### src/common/shift_unit_params.svh
// Constants of the word shifter and bit-table shift register unit.
// Assumes inclusion by bare name from the package and the design files.
`ifndef SHIFT_UNIT_PARAMS_SVH
`define SHIFT_UNIT_PARAMS_SVH

// ----------------------------------------------------------------
// Widths and ranges
// ----------------------------------------------------------------
`define WORD_W 16
`define WORD_N_W 5
`define WORD_N_MIN 5'h01
`define WORD_N_MAX 5'h10
`define TBL_MAX 64
`define TBL_LEN_W 7
`define TBL_LEN_MAX 7'h40
`define TBL_CFG_W 12
`define ADDR_W 8

// ----------------------------------------------------------------
// Register byte offsets
// ----------------------------------------------------------------
`define OFF_WORD_SRC 8'h00
`define OFF_WORD_CFG 8'h04
`define OFF_WORD_DST 8'h08
`define OFF_UNI_CFG 8'h0C
`define OFF_BI_CFG 8'h10
`define OFF_EXEC 8'h14
`define OFF_STATUS 8'h18
`define OFF_UNI_LO 8'h1C
`define OFF_UNI_HI 8'h20
`define OFF_BI_LO 8'h24
`define OFF_BI_HI 8'h28

// ----------------------------------------------------------------
// Field positions
// ----------------------------------------------------------------
`define WCFG_LEFT 8
`define WCFG_INPUT 9
`define TCFG_DATA 8
`define TCFG_SHIFT 9
`define TCFG_EN 10
`define TCFG_DIR 11
`define EXEC_WORD 0
`define EXEC_UNI 1
`define EXEC_BI 2

// ----------------------------------------------------------------
// Reset values
// ----------------------------------------------------------------
`define WORD_N_RST 5'h01
`define TCFG_RST 12'h040

`endif

### src/common/shift_unit_pkg.sv
// Types shared by the shift unit, its interface and its modules.
// Assumes the constants header sits on the include path.
`include "shift_unit_params.svh"

package shift_unit_pkg;
	typedef logic [31:0] bus_word_t;
	typedef logic [`WORD_W-1:0] word_t;
	typedef logic [`TBL_MAX-1:0] table_t;
	typedef logic [`TBL_LEN_W-1:0] tbl_len_t;
	typedef logic [`ADDR_W-1:0] reg_addr_t;
endpackage

### src/common/table_if.sv
// Connection between the unit's controller and one bit-table shifter.
// Assumes the shift unit package is compiled first.
`timescale 1ns/1ps

interface table_if;
	import shift_unit_pkg::*;
	logic exec;
	logic enable;
	logic shift;
	logic data_in;
	logic dir_up;
	tbl_len_t len;
	table_t tbl;
	logic carry_we;
	logic carry_val;
	logic out_bit;

	// Controller side drives the inputs of one execution
	modport ctl (
		output exec, enable, shift, data_in, dir_up, len,
		input tbl, carry_we, carry_val, out_bit
	);

	// Shifter side holds the table and reports carry and output
	modport shifter (
		input exec, enable, shift, data_in, dir_up, len,
		output tbl, carry_we, carry_val, out_bit
	);
endinterface

### src/design/shift_unit_top.sv
// Word n-bit shifter plus two bit-table shift registers behind AHB-Lite.
// Assumes one AHB-Lite master, single word transfers, hready = hreadyout.
`timescale 1ns/1ps

`include "shift_unit_params.svh"

module shift_unit_top (
	input wire logic hclk,
	input wire logic hresetn,
	input wire logic hsel,
	input wire shift_unit_pkg::bus_word_t haddr,
	input wire logic [1:0] htrans,
	input wire logic hwrite,
	input wire logic [2:0] hsize,
	input wire shift_unit_pkg::bus_word_t hwdata,
	input wire logic hready,
	output logic hreadyout,
	output shift_unit_pkg::bus_word_t hrdata,
	output logic hresp
);
	import shift_unit_pkg::*;

	// ----------------------------------------------------------------
	// Declarations
	// ----------------------------------------------------------------
	logic acc;
	logic dp_wr_r;
	logic dp_rd_r;
	reg_addr_t dp_addr_r;
	bus_word_t hrdata_r;
	bus_word_t rd_mux;
	logic wr_src;
	logic wr_wcfg;
	logic wr_ucfg;
	logic wr_bcfg;
	logic wr_exec;

	word_t word_src_r;
	logic [`WORD_N_W-1:0] word_n_r;
	logic word_left_r;
	logic word_in_r;
	word_t word_dst_r;
	logic word_out_r;
	logic word_exec_r;
	logic uni_exec_r;
	logic bi_exec_r;
	logic [`TBL_CFG_W-1:0] uni_cfg_r;
	logic [`TBL_CFG_W-1:0] bi_cfg_r;
	logic carry_flag_r;

	logic word_n_ok;
	logic word_go;
	logic [`WORD_W:0] word_res;
	word_t word_res_val;
	logic word_res_c;
	logic word_out_nxt;
	bus_word_t status_v;

	table_if uni_if ();
	table_if bi_if ();

	// ----------------------------------------------------------------
	// Word shift through a wide window; carry is the first bit past edge
	// ----------------------------------------------------------------
	function automatic logic [`WORD_W:0] word_shift(
		input word_t src,
		input logic [`WORD_N_W-1:0] n,
		input logic left
	);
		logic [2*`WORD_W-1:0] lw;
		logic [2*`WORD_W-1:0] rw;
		lw = {{`WORD_W{1'b0}}, src} << n;
		rw = {src, {`WORD_W{1'b0}}} >> n;
		if (left) begin
			word_shift = {lw[`WORD_W], lw[`WORD_W-1:0]};
		end else begin
			word_shift = {rw[`WORD_W-1], rw[2*`WORD_W-1:`WORD_W]};
		end
	endfunction

	// ----------------------------------------------------------------
	// AHB-Lite slave: writes have no wait, reads take one wait state
	// ----------------------------------------------------------------
	assign acc = hsel && htrans[1] && hready;
	assign hreadyout = !dp_rd_r;
	assign hrdata = hrdata_r;
	assign hresp = 1'b0;

	// Address phase capture
	always_ff @(posedge hclk or negedge hresetn) begin
		if (!hresetn) begin
			dp_wr_r <= 1'b0;
			dp_rd_r <= 1'b0;
			dp_addr_r <= '0;
		end else begin
			dp_wr_r <= acc && hwrite;
			dp_rd_r <= acc && !hwrite;
			dp_addr_r <= acc ? haddr[`ADDR_W-1:0] : dp_addr_r;
		end
	end

	// Write strobes for the data phase
	assign wr_src = dp_wr_r && (dp_addr_r == `OFF_WORD_SRC);
	assign wr_wcfg = dp_wr_r && (dp_addr_r == `OFF_WORD_CFG);
	assign wr_ucfg = dp_wr_r && (dp_addr_r == `OFF_UNI_CFG);
	assign wr_bcfg = dp_wr_r && (dp_addr_r == `OFF_BI_CFG);
	assign wr_exec = dp_wr_r && (dp_addr_r == `OFF_EXEC);

	// Status word: outputs and the shared carry flag
	assign status_v = {28'h0000000, carry_flag_r, bi_if.out_bit, uni_if.out_bit, word_out_r};

	// Read selection; unmapped offsets read zero
	assign rd_mux =
		(dp_addr_r == `OFF_WORD_SRC) ? bus_word_t'(word_src_r) :
		(dp_addr_r == `OFF_WORD_CFG) ? bus_word_t'({word_in_r, word_left_r, 3'h0, word_n_r}) :
		(dp_addr_r == `OFF_WORD_DST) ? bus_word_t'(word_dst_r) :
		(dp_addr_r == `OFF_UNI_CFG) ? bus_word_t'(uni_cfg_r) :
		(dp_addr_r == `OFF_BI_CFG) ? bus_word_t'(bi_cfg_r) :
		(dp_addr_r == `OFF_STATUS) ? status_v :
		(dp_addr_r == `OFF_UNI_LO) ? uni_if.tbl[31:0] :
		(dp_addr_r == `OFF_UNI_HI) ? uni_if.tbl[63:32] :
		(dp_addr_r == `OFF_BI_LO) ? bi_if.tbl[31:0] :
		(dp_addr_r == `OFF_BI_HI) ? bi_if.tbl[63:32] :
		32'h00000000;

	// Read data registered during the wait state
	always_ff @(posedge hclk or negedge hresetn) begin
		if (!hresetn) begin
			hrdata_r <= '0;
		end else if (dp_rd_r) begin
			hrdata_r <= rd_mux;
		end
	end

	// ----------------------------------------------------------------
	// Operand registers written by software
	// ----------------------------------------------------------------
	always_ff @(posedge hclk or negedge hresetn) begin
		if (!hresetn) begin
			word_src_r <= '0;
			word_n_r <= `WORD_N_RST;
			word_left_r <= 1'b0;
			word_in_r <= 1'b0;
			uni_cfg_r <= `TCFG_RST;
			bi_cfg_r <= `TCFG_RST;
		end else begin
			if (wr_src) begin
				word_src_r <= hwdata[`WORD_W-1:0];
			end
			if (wr_wcfg) begin
				word_n_r <= hwdata[`WORD_N_W-1:0];
				word_left_r <= hwdata[`WCFG_LEFT];
				word_in_r <= hwdata[`WCFG_INPUT];
			end
			if (wr_ucfg) begin
				uni_cfg_r <= hwdata[`TBL_CFG_W-1:0];
			end
			if (wr_bcfg) begin
				bi_cfg_r <= hwdata[`TBL_CFG_W-1:0];
			end
		end
	end

	// One-cycle execute strobes, one per written exec bit
	always_ff @(posedge hclk or negedge hresetn) begin
		if (!hresetn) begin
			word_exec_r <= 1'b0;
			uni_exec_r <= 1'b0;
			bi_exec_r <= 1'b0;
		end else begin
			word_exec_r <= wr_exec && hwdata[`EXEC_WORD];
			uni_exec_r <= wr_exec && hwdata[`EXEC_UNI];
			bi_exec_r <= wr_exec && hwdata[`EXEC_BI];
		end
	end

	// ----------------------------------------------------------------
	// Word n-bit shift datapath
	// ----------------------------------------------------------------
	assign word_n_ok = (word_n_r >= `WORD_N_MIN) && (word_n_r <= `WORD_N_MAX);
	assign word_go = word_exec_r && word_in_r && word_n_ok;
	assign word_res = word_shift(word_src_r, word_n_r, word_left_r);
	assign word_res_val = word_res[`WORD_W-1:0];
	assign word_res_c = word_res[`WORD_W];
	assign word_out_nxt = word_go && (word_left_r ? word_res_val[`WORD_W-1] : word_res_val[0]);

	// Destination and output change only on the word strobe
	always_ff @(posedge hclk or negedge hresetn) begin
		if (!hresetn) begin
			word_dst_r <= '0;
			word_out_r <= 1'b0;
		end else if (word_exec_r) begin
			if (word_go) begin
				word_dst_r <= word_res_val;
			end
			word_out_r <= word_out_nxt;
		end
	end

	// ----------------------------------------------------------------
	// Bit-table shifters; the shift level is taken at every strobe
	// ----------------------------------------------------------------
	assign uni_if.exec = uni_exec_r;
	assign uni_if.enable = uni_cfg_r[`TCFG_EN];
	assign uni_if.shift = uni_cfg_r[`TCFG_SHIFT];
	assign uni_if.data_in = uni_cfg_r[`TCFG_DATA];
	assign uni_if.dir_up = 1'b1;
	assign uni_if.len = uni_cfg_r[`TBL_LEN_W-1:0];

	assign bi_if.exec = bi_exec_r;
	assign bi_if.enable = bi_cfg_r[`TCFG_EN];
	assign bi_if.shift = bi_cfg_r[`TCFG_SHIFT];
	assign bi_if.data_in = bi_cfg_r[`TCFG_DATA];
	assign bi_if.dir_up = bi_cfg_r[`TCFG_DIR];
	assign bi_if.len = bi_cfg_r[`TBL_LEN_W-1:0];

	bit_table_shifter u_uni (
		.hclk(hclk),
		.hresetn(hresetn),
		.tif(uni_if.shifter)
	);

	bit_table_shifter u_bi (
		.hclk(hclk),
		.hresetn(hresetn),
		.tif(bi_if.shifter)
	);

	// ----------------------------------------------------------------
	// Shared carry flag; on a tie the two-way shifter wins, then one-way
	// ----------------------------------------------------------------
	always_ff @(posedge hclk or negedge hresetn) begin
		if (!hresetn) begin
			carry_flag_r <= 1'b0;
		end else if (bi_if.carry_we) begin
			carry_flag_r <= bi_if.carry_val;
		end else if (uni_if.carry_we) begin
			carry_flag_r <= uni_if.carry_val;
		end else if (word_go) begin
			carry_flag_r <= word_res_c;
		end
	end

	logic [`WORD_W-1:0] right_exp;
	logic [`WORD_W-1:0] left_exp;
	logic others_idle;
	assign right_exp = word_src_r >> word_n_r;
	assign left_exp = word_src_r << word_n_r;
	assign others_idle = !uni_exec_r && !bi_exec_r;
endmodule

### src/design/bit_table_shifter.sv
// Bit table of up to 64 cells, shifted one place per enabled execute strobe with shift set.
// Assumes one-cycle exec pulses from the controller on the same clock.
`timescale 1ns/1ps

module bit_table_shifter (
	input wire logic hclk,
	input wire logic hresetn,
	table_if.shifter tif
);
	import shift_unit_pkg::*;

	logic len_ok;
	logic [5:0] top_idx;
	table_t mask;
	table_t tbl_r;
	table_t tbl_nxt;
	table_t shl_v;
	table_t shr_v;
	logic do_shift;
	logic out_r;
	logic out_nxt;

	// ----------------------------------------------------------------
	// Table length and shift candidates
	// ----------------------------------------------------------------
	// An illegal length falls back to the full table
	assign len_ok = (tif.len != '0) && (tif.len <= `TBL_LEN_MAX);
	assign top_idx = len_ok ? 6'(tif.len - 7'h01) : 6'h3F;
	assign mask = table_t'({`TBL_MAX{1'b1}}) >> (6'h3F - top_idx);
	assign do_shift = tif.exec && tif.enable && tif.shift;
	assign shl_v = ((tbl_r << 1) | table_t'(tif.data_in)) & mask;
	assign shr_v = ((tbl_r >> 1) | (table_t'(tif.data_in) << top_idx)) & mask;
	assign tbl_nxt = !tif.enable ? '0 : (tif.dir_up ? shl_v : shr_v);

	// Carry is written on a shift or a clear, never on a plain hold
	assign tif.carry_we = tif.exec && (!tif.enable || tif.shift);
	assign tif.carry_val = tif.enable && (tif.dir_up ? tbl_r[top_idx] : tbl_r[0]);

	// Output: lowest cell after a right shift, else the highest cell
	assign out_nxt = !tif.enable ? 1'b0 :
		(do_shift && !tif.dir_up) ? tbl_nxt[0] :
		do_shift ? tbl_nxt[top_idx] : tbl_r[top_idx];

	// ----------------------------------------------------------------
	// Table and output state
	// ----------------------------------------------------------------
	always_ff @(posedge hclk or negedge hresetn) begin
		if (!hresetn) begin
			tbl_r <= '0;
			out_r <= 1'b0;
		end else if (tif.exec) begin
			if (!tif.enable || tif.shift) begin
				tbl_r <= tbl_nxt;
			end
			out_r <= out_nxt;
		end
	end

	assign tif.tbl = tbl_r;
	assign tif.out_bit = out_r;
endmodule

### config.mk
export PLATFORM = sky130hd
export DESIGN_NAME = shift_unit_top
export DESIGN_NICKNAME = d
export VERILOG_FILES = /design/src/common/shift_unit_pkg.sv /design/src/common/table_if.sv /design/src/design/shift_unit_top.sv /design/src/design/bit_table_shifter.sv
export VERILOG_INCLUDE_DIRS = /design/src /design/src/common
export SDC_FILE = /design/constraint.sdc
export NUM_CORES = 1
export LEC_CHECK = 0
export BUFFER_PORTS_ARGS = -buffer_cell sky130_fd_sc_hd__buf_4
export CAP_MARGIN = 20
export CORE_MARGIN = 2
export CORE_UTILIZATION = 42
export DETAILED_ROUTE_END_ITERATION = 8
export PLACE_DENSITY = 0.6
export SYNTH_ARGS = -nofsm -noshare
export SYNTH_HDL_FRONTEND = slang
export SYNTH_SLANG_ARGS = --single-unit
### constraint.sdc
create_clock -name hclk -period 3.61 [get_ports hclk]
set_clock_uncertainty 0.15 [all_clocks]
set_input_delay 0.5415 -clock hclk [delete_from_list [all_inputs] [get_ports hclk]]
set_output_delay 0.5415 -clock hclk [all_outputs]
set_load 0.02 [all_outputs]
Yosys cells after proc, flatten, opt, wreduce, memory -nomap -nowiden
Index checks and enable logic that the tools add are counted.

word-level totals
  bits of input ports = 74
  word-level logic and storage cells = 126
  register bits after elaboration = 240

cells by class
  bitwise operators = 6
  muxes and demuxes = 34
  order comparisons = 6
  shift operators = 5
  $add $sub $neg = 4
  reductions and logical operators = 41
  equal/unequal tests = 10

operators by type and width
  operator                                                                      count
  32-bit two-way mux                                                            10
  64-bit bitwise AND                                                            3
  64-bit two-way mux                                                            3
  64-bit by 1-bit bitwise OR with 64-bit output                                 2
  64-bit by 6-bit right shift with 64-bit output, first input constant          2
  63-bit by 64-bit bitwise OR with 64-bit output                                1
  1-bit by 6-bit left shift with 64-bit output                                  1
  8-bit by 5-bit == test with 1-bit output, second input constant               4
  32-bit by 5-bit right shift with 32-bit output                                1
  1-bit logical AND                                                             27
  1-bit binary-select mux with 6-bit select                                     4
  8-bit by 6-bit == test with 1-bit output, second input constant               3
  17-bit two-way mux                                                            1
  16-bit by 5-bit left shift with 17-bit output                                 1
  8-bit by 4-bit == test with 1-bit output, second input constant               2
  7-bit less-or-equal comparator, second input constant                         2
  6-bit by 7-bit less-than comparator with 1-bit output, second input constant  2
  1-bit two-way mux                                                             14
  7-bit nonzero test                                                            2
  6-bit two-way mux                                                             2
  6-bit by 1-bit subtractor with 6-bit output, second input constant            2
  6-bit subtractor, first input constant                                        2
  8-bit by 3-bit == test with 1-bit output, second input constant               1
  8-bit logical NOT                                                             1
  6 further kinds                                                               13

Depth between registers and ports, before layout
Gate-level depths: netlist (run 1).

  depth in word-level cells = 13
  gate-level depth with buffers = 18
  mapped depth without buffers = 12

Modules after synthesis
From an unflattened synthesis (run 1), not the netlist that was laid out.

second synthesis, totals
  cells, all modules = 2401
  area, all modules = 20434.6 um^2

modules (own cells, without submodules)
  module             instances  area an instance (um^2)  cells an instance
  bit_table_shifter  2          6495.0                   816
  shift_unit_top     1          7444.6                   769

Worst setup path before layout (run 1)
Ideal clock, no wire load.

  kind = reg-to-reg
  start = register bi_cfg_r[0]
  end = register u_bi.out_r, in the netlist u_bi.tif.out_bit
  required time = 3.364 ns
  stages on the path, launching flop included = 16
  library setup time = 0.096 ns
  path buffers = 3
  clock period less this slack = 3.932 ns
  setup slack = -0.322 ns
  data arrival time = 3.686 ns
  cell sequence = dfrtp_1 buf_2 inv_1 clkbuf_1 ha_1 buf_2 nor3b_1 mux2i_1 nand2_1 or3_1 a311o_1 a221oi_2 o21ai_1 a311oi_1 nor3_1 nor4_2

on the way
  word-level cells in the longest chain between the ends = 13
  elaborated cells on any way between the ends = 20

RTL lines
  element                                                                                                                  line                                              RTL
  start, declared                                                                                                          shift_unit_top.sv:48                              logic [`TBL_CFG_W-1:0] bi_cfg_r;
  start signal, assigned                                                                                                   shift_unit_top.sv:145                             bi_cfg_r <= `TCFG_RST;
  start signal, assigned                                                                                                   shift_unit_top.sv:159                             bi_cfg_r <= hwdata[`TBL_CFG_W-1:0];
  7-bit less-or-equal comparator (no line) / 7-bit nonzero test (equally long branches)                                    -
  1-bit logical AND                                                                                                        bit_table_shifter.sv:27                           assign len_ok = (tif.len != '0) && (tif.len <= `TBL_LEN_MAX);
  6-bit two-way mux *                                                                                                      bit_table_shifter.sv:28                           assign top_idx = len_ok ? 6'(tif.len - 7'h01) : 6'h3F;
  6-bit subtractor / 1-bit by 6-bit left shift with 64-bit output (equally long branches)                                  bit_table_shifter.sv:29, bit_table_shifter.sv:32
  64-bit by 6-bit right shift with 64-bit output / 63-bit by 64-bit bitwise OR with 64-bit output (equally long branches)  bit_table_shifter.sv:29, bit_table_shifter.sv:32
  64-bit bitwise AND, on equally long branches                                                                             bit_table_shifter.sv:32, bit_table_shifter.sv:31
  64-bit two-way mux (2 in a row)                                                                                          bit_table_shifter.sv:33                           assign tbl_nxt = !tif.enable ? '0 : (tif.dir_up ? shl_v : shr_v);
  1-bit binary-select mux with 6-bit select                                                                                bit_table_shifter.sv:42                           do_shift ? tbl_nxt[top_idx] : tbl_r[top_idx];
  1-bit two-way mux (implied by the code)                                                                                  bit_table_shifter.sv:42
  1-bit two-way mux                                                                                                        bit_table_shifter.sv:42
  1-bit two-way mux *                                                                                                      bit_table_shifter.sv:41                           (do_shift && !tif.dir_up) ? tbl_nxt[0] :
  1-bit two-way mux *                                                                                                      bit_table_shifter.sv:40                           assign out_nxt = !tif.enable ? 1'b0 :
  end signal, assigned                                                                                                     bit_table_shifter.sv:55                           out_r <= out_nxt;
  end, declared                                                                                                            bit_table_shifter.sv:20                           logic out_r;

Every way passes the cells marked *; elsewhere a longest branch is shown, timed or not. The select of a mux whose other input is x is not followed.
A chain may end at the register's enable or synchronous reset.

Worst setup path after layout (run 1)
  start = register uni_cfg_r[1]
  end = register carry_flag_r

on the way
  word-level cells in the longest chain between the ends = 8
  elaborated cells on any way between the ends = 10

RTL lines
  element                                                                                line                     RTL
  start, declared                                                                        shift_unit_top.sv:47     logic [`TBL_CFG_W-1:0] uni_cfg_r;
  start signal, assigned                                                                 shift_unit_top.sv:144    uni_cfg_r <= `TCFG_RST;
  start signal, assigned                                                                 shift_unit_top.sv:156    uni_cfg_r <= hwdata[`TBL_CFG_W-1:0];
  7-bit less-or-equal comparator (no line) / 7-bit nonzero test (equally long branches)  -
  1-bit logical AND                                                                      bit_table_shifter.sv:27
  6-bit two-way mux *                                                                    bit_table_shifter.sv:28
  1-bit binary-select mux with 6-bit select *                                            bit_table_shifter.sv:37  assign tif.carry_val = tif.enable && (tif.dir_up ? tbl_r[top_idx] : tbl_r[0]);
  1-bit two-way mux (implied by the code) *                                              bit_table_shifter.sv:37
  1-bit logical AND *                                                                    bit_table_shifter.sv:37
  1-bit two-way mux *                                                                    shift_unit_top.sv:237    end else if (uni_if.carry_we) begin
  1-bit two-way mux *                                                                    shift_unit_top.sv:235    end else if (bi_if.carry_we) begin
  end signal, assigned                                                                   shift_unit_top.sv:236    carry_flag_r <= bi_if.carry_val;
  end signal, assigned                                                                   shift_unit_top.sv:238    carry_flag_r <= uni_if.carry_val;
  end signal, assigned                                                                   shift_unit_top.sv:240    carry_flag_r <= word_res_c;
  end, declared                                                                          shift_unit_top.sv:49     logic carry_flag_r;

Marked as above.

==> results_dict.tcl, run 1 <==
set metrics [dict create \
    status "completed" \
    crit_chain "inv_2 > ha_4 > or3b_4 > or4_4 > buf_6 > buf_4 > nand4_1 > a21oi_1 > a2111oi_0 > o311ai_0 > buf_4 > o311ai_1 > buf_4 > nor2_2 > a21oi_2 > o22ai_1" \
    design_power_total_mw 8.23 \
    power_density_nw_per_um2 357 \
    wire_per_inst_um 28.0 \
    cpMostUsedCell "buf_4" \
    cp-start-kind "flip-flop" \
    place.port_buffers 62 \
    io_pins 108 \
    start_util_pct 42.7 \
    fin_crit_ps 3600 \
    clk_pin_slew_ps 60 \
    crit_type "flip-flop to flip-flop" \
    htreeDepth 1 \
    hold_depth 2 \
    final_util_pct 56.2 \
    final_max_slew_viol_count 0 \
    fin_area_um2 23000 \
    nets 2568 \
    drive_gt1_share_pct 30.3 \
    drv_cap 0 \
    power.leakage_nw 9.57 \
    avgViaCountPerCell 6.70 \
    route.detailed.drc 0 \
    fin_crit_sh_pct 99.8 \
    wirelength_um 85400 \
    critPathTopFamily "compound AO/OA/AOI/OAI gates" \
    syn_avg_cell_area_um2 8.09 \
    first_global_vias 19200 \
    die_height_um 208 \
    placed_area_um2 20900 \
    antenna_found_initial 2 \
    clockBufferDepth 3 \
    required_ps 3930 \
    ys_warn_count 0 \
    setup_viol 0 \
    rsz0062_at_grt "yes" \
    rrSetupSlack_ps 9 \
    core_region_area_um2 41000 \
    dpl.hpwl_um 63500 \
    synth-edff-count 0 \
    max_stage_delay_ps 480 \
    end_kind "flip-flop" \
    multi_input_area_um2 11300 \
    synth_area_um2 17500 \
    hold_end "dp_addr_r[2]" \
    hp-start "haddr[2]" \
    num_rows 74 \
    cts_tree "done" \
    area.sequential_um2 6010 \
    r2r-end "carry_flag_r" \
    vias 20400 \
    final_common_cell "buf_4" \
    drt_iter0_drc 3251 \
    area_delta_synth_final_pct 31.6 \
    layout_common_cells "451 x buf_4, 307 x nand2_1, 233 x dfrtp_1" \
    yosysSeqAreaShare_pct 34.3 \
    whs_ps 25.1 \
    worstPathArrival_ps 3920 \
    hp-class "input port to flip-flop" \
    die-area_um2 43300 \
    worst-path-buf-inv 5 \
    slew_headroom_pct 41.5 \
    synth_flop_cell "dfrtp_1" \
    drt-pass1-iter-count 9 \
    worstMarginPinSlew_ps 875 \
    synthArstFlopShare_pct 100 \
    grt_max_degree 78 \
    fmax_ghz 0.278 \
    fillCellCount 3815 \
    synth_seq_cells 240 \
    netlist_instances 2164 \
    drtAntennaViolNets 0 \
    cts_num_sinks 240 \
    finalHoldViolCount 0 \
    worst-r2r-cell-count 16 \
    grt_overflow_total 0 \
    slowest_stage "a2111oi_0" \
    syn-num-nets 2240 \
    cts_made_buffers 29 \
    clock-root-buffer "clkbuf_16" \
    grt_usage_pct 38.2 \
    ys_types 97 \
    worstReg2RegStart "uni_cfg_r[1]" \
    grt_pass1_wl_um 126000 \
    die_w_um 208 \
    gp_congestion 1.02 \
    ir_worst_vdd_mv 0.350 \
    clock_latency_ps 600 \
    cp_max_fo 8 \
]
==> Yosys cell counts, types with 8 or more instances <==
library cell | count | area share, %
clkbuf_1 | 139 | 3.0
nand3_1 | 67 | 1.9
and2_1 | 8 | 0.29
o2bb2ai_1 | 20 | 1.0
a311oi_1 | 12 | 0.60
nand2_1 | 313 | 6.7
nor2_1 | 164 | 3.5
nor3_1 | 50 | 1.4
nor4_1 | 14 | 0.50
buf_2 | 22 | 0.63
buf_1 | 21 | 0.45
mux2i_1 | 49 | 2.8
a22o_1 | 23 | 1.2
a221oi_1 | 32 | 1.6
o221ai_1 | 22 | 1.1
mux2_2 | 69 | 4.4
nor2b_1 | 11 | 0.39
o211ai_1 | 32 | 1.4
nand2b_1 | 28 | 1.0
or3_1 | 17 | 0.61
inv_1 | 36 | 0.77
o31ai_1 | 45 | 1.9
a311o_1 | 10 | 0.57
a21o_1 | 10 | 0.43
a22oi_1 | 34 | 1.5
o21ai_0 | 213 | 6.1
a211oi_1 | 27 | 1.2
nand4_1 | 29 | 1.0
o41ai_1 | 9 | 0.45
o311ai_0 | 8 | 0.40
a41oi_1 | 13 | 0.65
o2111ai_1 | 25 | 1.3
o22ai_1 | 20 | 0.71
a2111oi_0 | 10 | 0.50
a31oi_1 | 40 | 1.4
dfrtp_1 | 237 | 34
a21oi_1 | 119 | 3.4
o31a_1 | 11 | 0.55
==> routing by layer <==
| layer | track usage [%] | wire (µm) |
|---|---|---|
| met5 | 0 | 10 |
| met4 | 17.1 | 4770 |
| met3 | 8.86 | 9610 |
| met2 | 56.4 | 36000 |
| met1 | 53.4 | 35100 |
==> power by group <==
group / switching (mW) / internal [mW]
Combinational: 1.28 / 0.847
Clock: 1.29 / 1.83
Sequential: 0.180 / 2.80
==> through the flow <==
step | TNS, ps | std cells | setup slack [ps]
5_1_grt | -196 | 3046 | -69.2
3_5_place_dp | -273 | 2951 | -132
2_1_floorplan | 0 | 2164 | 6.55
6_report | 0 | 3047 | 8.77
4_1_cts | -46.3 | 3011 | -46.3
3_3_place_gp | -273 | 2951 | -186
==> cells by family after synthesis <==
| group | after synthesis | synth area share (%) |
|---|---|---|
| buffers and inverters | 230 | 5.32 |
| AND/OR/NAND/NOR | 753 | 20.1 |
| flip-flops | 240 | 34.3 |
| XOR/XNOR | 11 | 0.550 |
| multiplexers | 123 | 7.88 |
| AO/OA/AOI/OAI | 804 | 31.6 |
| adder cells (fa/ha/maj) | 2 | 0.143 |
| other | 1 | 0.0214 |
==> layout make-up <==
| class | instances | area share (%) |
|---|---|---|
| Multi-Input combinational cell | 1694 | 49.1 |
| Sequential cell | 240 | 26.1 |
| Timing Repair Buffer | 487 | 16.9 |
| Clock buffer | 37 | 3.41 |
| Tap cell | 532 | 2.89 |
| Clock inverter | 16 | 0.918 |
| Inverter | 40 | 0.652 |
| Antenna cell | 1 | 0.0109 |
==> registers in the layout, indices dropped and copies added (netlist names) <==
name               count
word_out_r             1
dp_addr_r              8
hrdata                32
bi_exec_r              1
u_uni.tif.out_bit      1
dp_wr_r                1
word_dst_r            16
dp_rd_r                1
u_bi.tif.out_bit       1
u_uni.tif.tbl         64
word_in_r              1
bi_cfg_r              12
word_n_r               5
word_exec_r            1
word_src_r            16
uni_cfg_r             12
u_bi.tif.tbl          64
uni_exec_r             1
word_left_r            1
carry_flag_r           1
==> worst max-delay path by stage <==
stage,cells past startpoint,slack [ps],start,to
after CTS,15,-50,bi_cfg_r[1],u_bi.tif.out_bit
after global placement,16,-190,bi_cfg_r[1],u_bi.tif.out_bit
after global routing,15,-70,uni_cfg_r[0],carry_flag_r
after detailed placement,14,-130,bi_cfg_r[1],u_bi.tif.out_bit
final,16,9,uni_cfg_r[1],carry_flag_r
after floorplan,15,7,bi_cfg_r[0],u_bi.tif.out_bit
==> timing repair <==
item / CTS / global route
pin swaps: 6 / 54
hold buffers: 2 / 0
hold endpoints to repair: 74 / 0
cloned: 0 / 1
gates resized for setup: 17 / 155
endpoints found under the setup margin: 3 / 3
setup buffers: 5 / 34
==> worst register-to-register path: cells and delay by family (launching register included) <==
| family | cells | cell delay [ps] |
|---|---|---|
| compound gates | 6 | 1090 |
| simple gates | 4 | 960 |
| fa+ha+maj | 1 | 120 |
| flops | 1 | 400 |
| buf+inv | 5 | 760 |
(Power assumes the default switching activity.)
==> run 2, diff against run 1 <==
- CORE_UTILIZATION: 42 -> 56
- PLACE_DENSITY: 0.6 -> 0.76
==> run 2 against run 1 <==
  * Via count rose by 3.4%
  * Final area fell by 2.7%
  * Clock power barely moved
  * Clock-buffer cell count did not move
  * Largest power group unchanged
  * Sequential power barely moved
  * Register-to-register slack barely moved
  * Fmax barely moved
  * The flow now finishes with violations (DRC)
  * Critical endpoint is now u_bi.tif.out_bit
==> results_dict.tcl, run 2 (same netlist as run 1, synthesis figures left out) <==
set metrics [dict create \
    io_pins 108 \
    clockBufferDepth 3 \
    rsz0062_at_grt "yes" \
    finalHoldViolCount 0 \
    required_ps 3930 \
    power_density_nw_per_um2 363 \
    cp_max_fo 7 \
    end_kind "flip-flop" \
    status "finished with violations" \
    dpl.hpwl_um 59300 \
    grt_max_degree 94 \
    final_max_slew_viol_count 0 \
    pwr-share-seq_pct 36.4 \
    vias 21100 \
    start_util_pct 57.1 \
    antenna_found_initial 2 \
    cts_num_sinks 240 \
    cts_tree "done" \
    drt_iter0_drc 3946 \
    whs_ps 38.2 \
    avgViaCountPerCell 7.35 \
    layout_common_cells "424 x buf_4, 306 x nand2_1, 232 x dfrtp_1" \
    die_height_um 181 \
    crit_chain "inv_2 > ha_4 > nor3b_4 > buf_6 > mux2i_4 > buf_6 > o311ai_0 > buf_4 > or3_1 > nor3_1 > o22ai_1 > nor3_2 > nor2_1 > nor4_2" \
    die-area_um2 32700 \
    cpMostUsedCell "buf_6" \
    wire_per_inst_um 28.4 \
    p_sw_mw 2.70 \
    worstMarginPinSlew_ps 874 \
    clock_latency_ps 580 \
    core_region_area_um2 30700 \
    fin_crit_sh_pct 99.8 \
    place.port_buffers 62 \
    first_global_vias 20100 \
    p_int_mw 5.45 \
    pwr-share-comb_pct 25.7 \
    slew_headroom_pct 41.2 \
    power.leakage_nw 9.37 \
    slowest_stage "dfrtp_1" \
    hp-class "input port to flip-flop" \
    clock-root-buffer "clkbuf_16" \
    max_stage_delay_ps 410 \
    grt_usage_pct 48.4 \
    clkPwrFrac_pct 37.9 \
    fmax_ghz 0.277 \
    setup_viol 0 \
    fin_crit_ps 3600 \
    p_sw_share_pct 33.1 \
    grt_pass1_wl_um 123000 \
    clk_pin_slew_ps 60 \
    grt_overflow_total 0 \
    nets 2531 \
    die_w_um 181 \
    worstPathArrival_ps 3920 \
    cp-start-kind "flip-flop" \
    fin_area_um2 22400 \
    drv_cap 0 \
    placed_area_um2 20600 \
    drtAntennaViolNets 0 \
    drt-pass1-iter-count 9 \
    area_delta_synth_final_pct 28.1 \
    cts_made_buffers 27 \
    wirelength_um 81600 \
    htreeDepth 1 \
    final_common_cell "buf_4" \
    gp_congestion 1.14 \
    num_rows 64 \
    route.detailed.drc 1 \
    crit_type "flip-flop to flip-flop" \
    violations "DRC" \
    ir_worst_vdd_mv 0.403 \
    drive_gt1_share_pct 28.8 \
]
[run 2: cell count changes in the layout (fill, tap and decap cells not counted), sizes merged]
cell / previous run / this run
inv: 38 / 40
clkinv: 9 / 6
clkinvlp: 5 / 2
clkbuf: 37 / 38
bufinv: 4 / 5
buf: 485 / 449
[run 2: critical path, delay by kind of cell, from the launching register on]
kind,cells,cell delay [ps]
AOI/OAI and AO/OA,2,370
DFF,1,410
adders and majority gates,1,190
and+or+nand+nor,6,1340
muxes,1,340
buffers and inverters,4,670
[run 2: power by group through the flow]
| stage | clock network (mW) | logic, mW | registers, mW |
|---|---|---|---|
| detailed placement | 0 | 1.87 | 3.00 |
| global route | 3.18 | 2.18 | 2.98 |
| finish | 3.09 | 2.09 | 2.97 |
| floorplan | 0 | 0.982 | 2.97 |
| global placement | 0 | 1.85 | 2.99 |
| CTS | 3.07 | 1.91 | 2.95 |
[run 2: metal layers]
metal  track usage [%]  up-vias  wire length (µm)
met2              70.3     1876             33900
met4              26.3        4              5970
met3              15.7      523             12600
li1                  -     8817                 -
met1              63.9     9897             29000
met5                 0        -                90
[run 2: repair_timing]
item / in CTS / in global routing
setup buffers: 4 / 18
pin swaps: 7 / 33
cloned: 0 / 2
resized for setup: 29 / 115
hold buffers: 2 / 0
endpoints found under the setup margin: 3 / 3
hold endpoints to repair: 87 / 0
[run 2: layout make-up]
| cell class | instances | area, µm² |
|---|---|---|
| Antenna cell | 1 | 2.50 |
| Clock buffer | 37 | 763 |
| Clock inverter | 13 | 210 |
| Fill cell | 2323 | 8240 |
| Inverter | 40 | 150 |
| Multi-Input combinational cell | 1694 | 11200 |
| Sequential cell | 240 | 6020 |
| Tap cell | 396 | 495 |
| Timing Repair Buffer | 452 | 3610 |
[run 2: path summary, 6_finish.rpt]
| kind | slack (ps) | start | end | cells after the start |
|---|---|---|---|---|
| max in group asynchronous | 1900 | hresetn | hrdata[8] | 3 |
| min in group asynchronous | 470 | hresetn | u_uni.tif.tbl[53] | 2 |
| hold reg to reg | 340 | word_dst_r[10] | word_dst_r[10] | 2 |
| setup / recovery | 6 | bi_cfg_r[1] | u_bi.tif.out_bit | 14 |
| setup reg to reg | 6 | bi_cfg_r[1] | u_bi.tif.out_bit | 14 |
| hold / removal | 40 | hwdata[14] | word_src_r[14] | 2 |
[run 2: through the flow]
stage / std cells / util [%] / TNS (ps) / total power [mW] / setup WS, ps
after floorplan: 2164 / - / 0 / 3.95 / 6.55
after global placement: 2796 / 67.2 / -142 / 4.85 / -101
after detailed placement: 2796 / 67.2 / -241 / 4.87 / -189
after CTS: 2852 / 70.9 / 0 / 7.93 / 2.93
after global routing: 2873 / 73.1 / -183 / 8.34 / -131
final: 2873 / 73.1 / 0 / 8.15 / 5.85
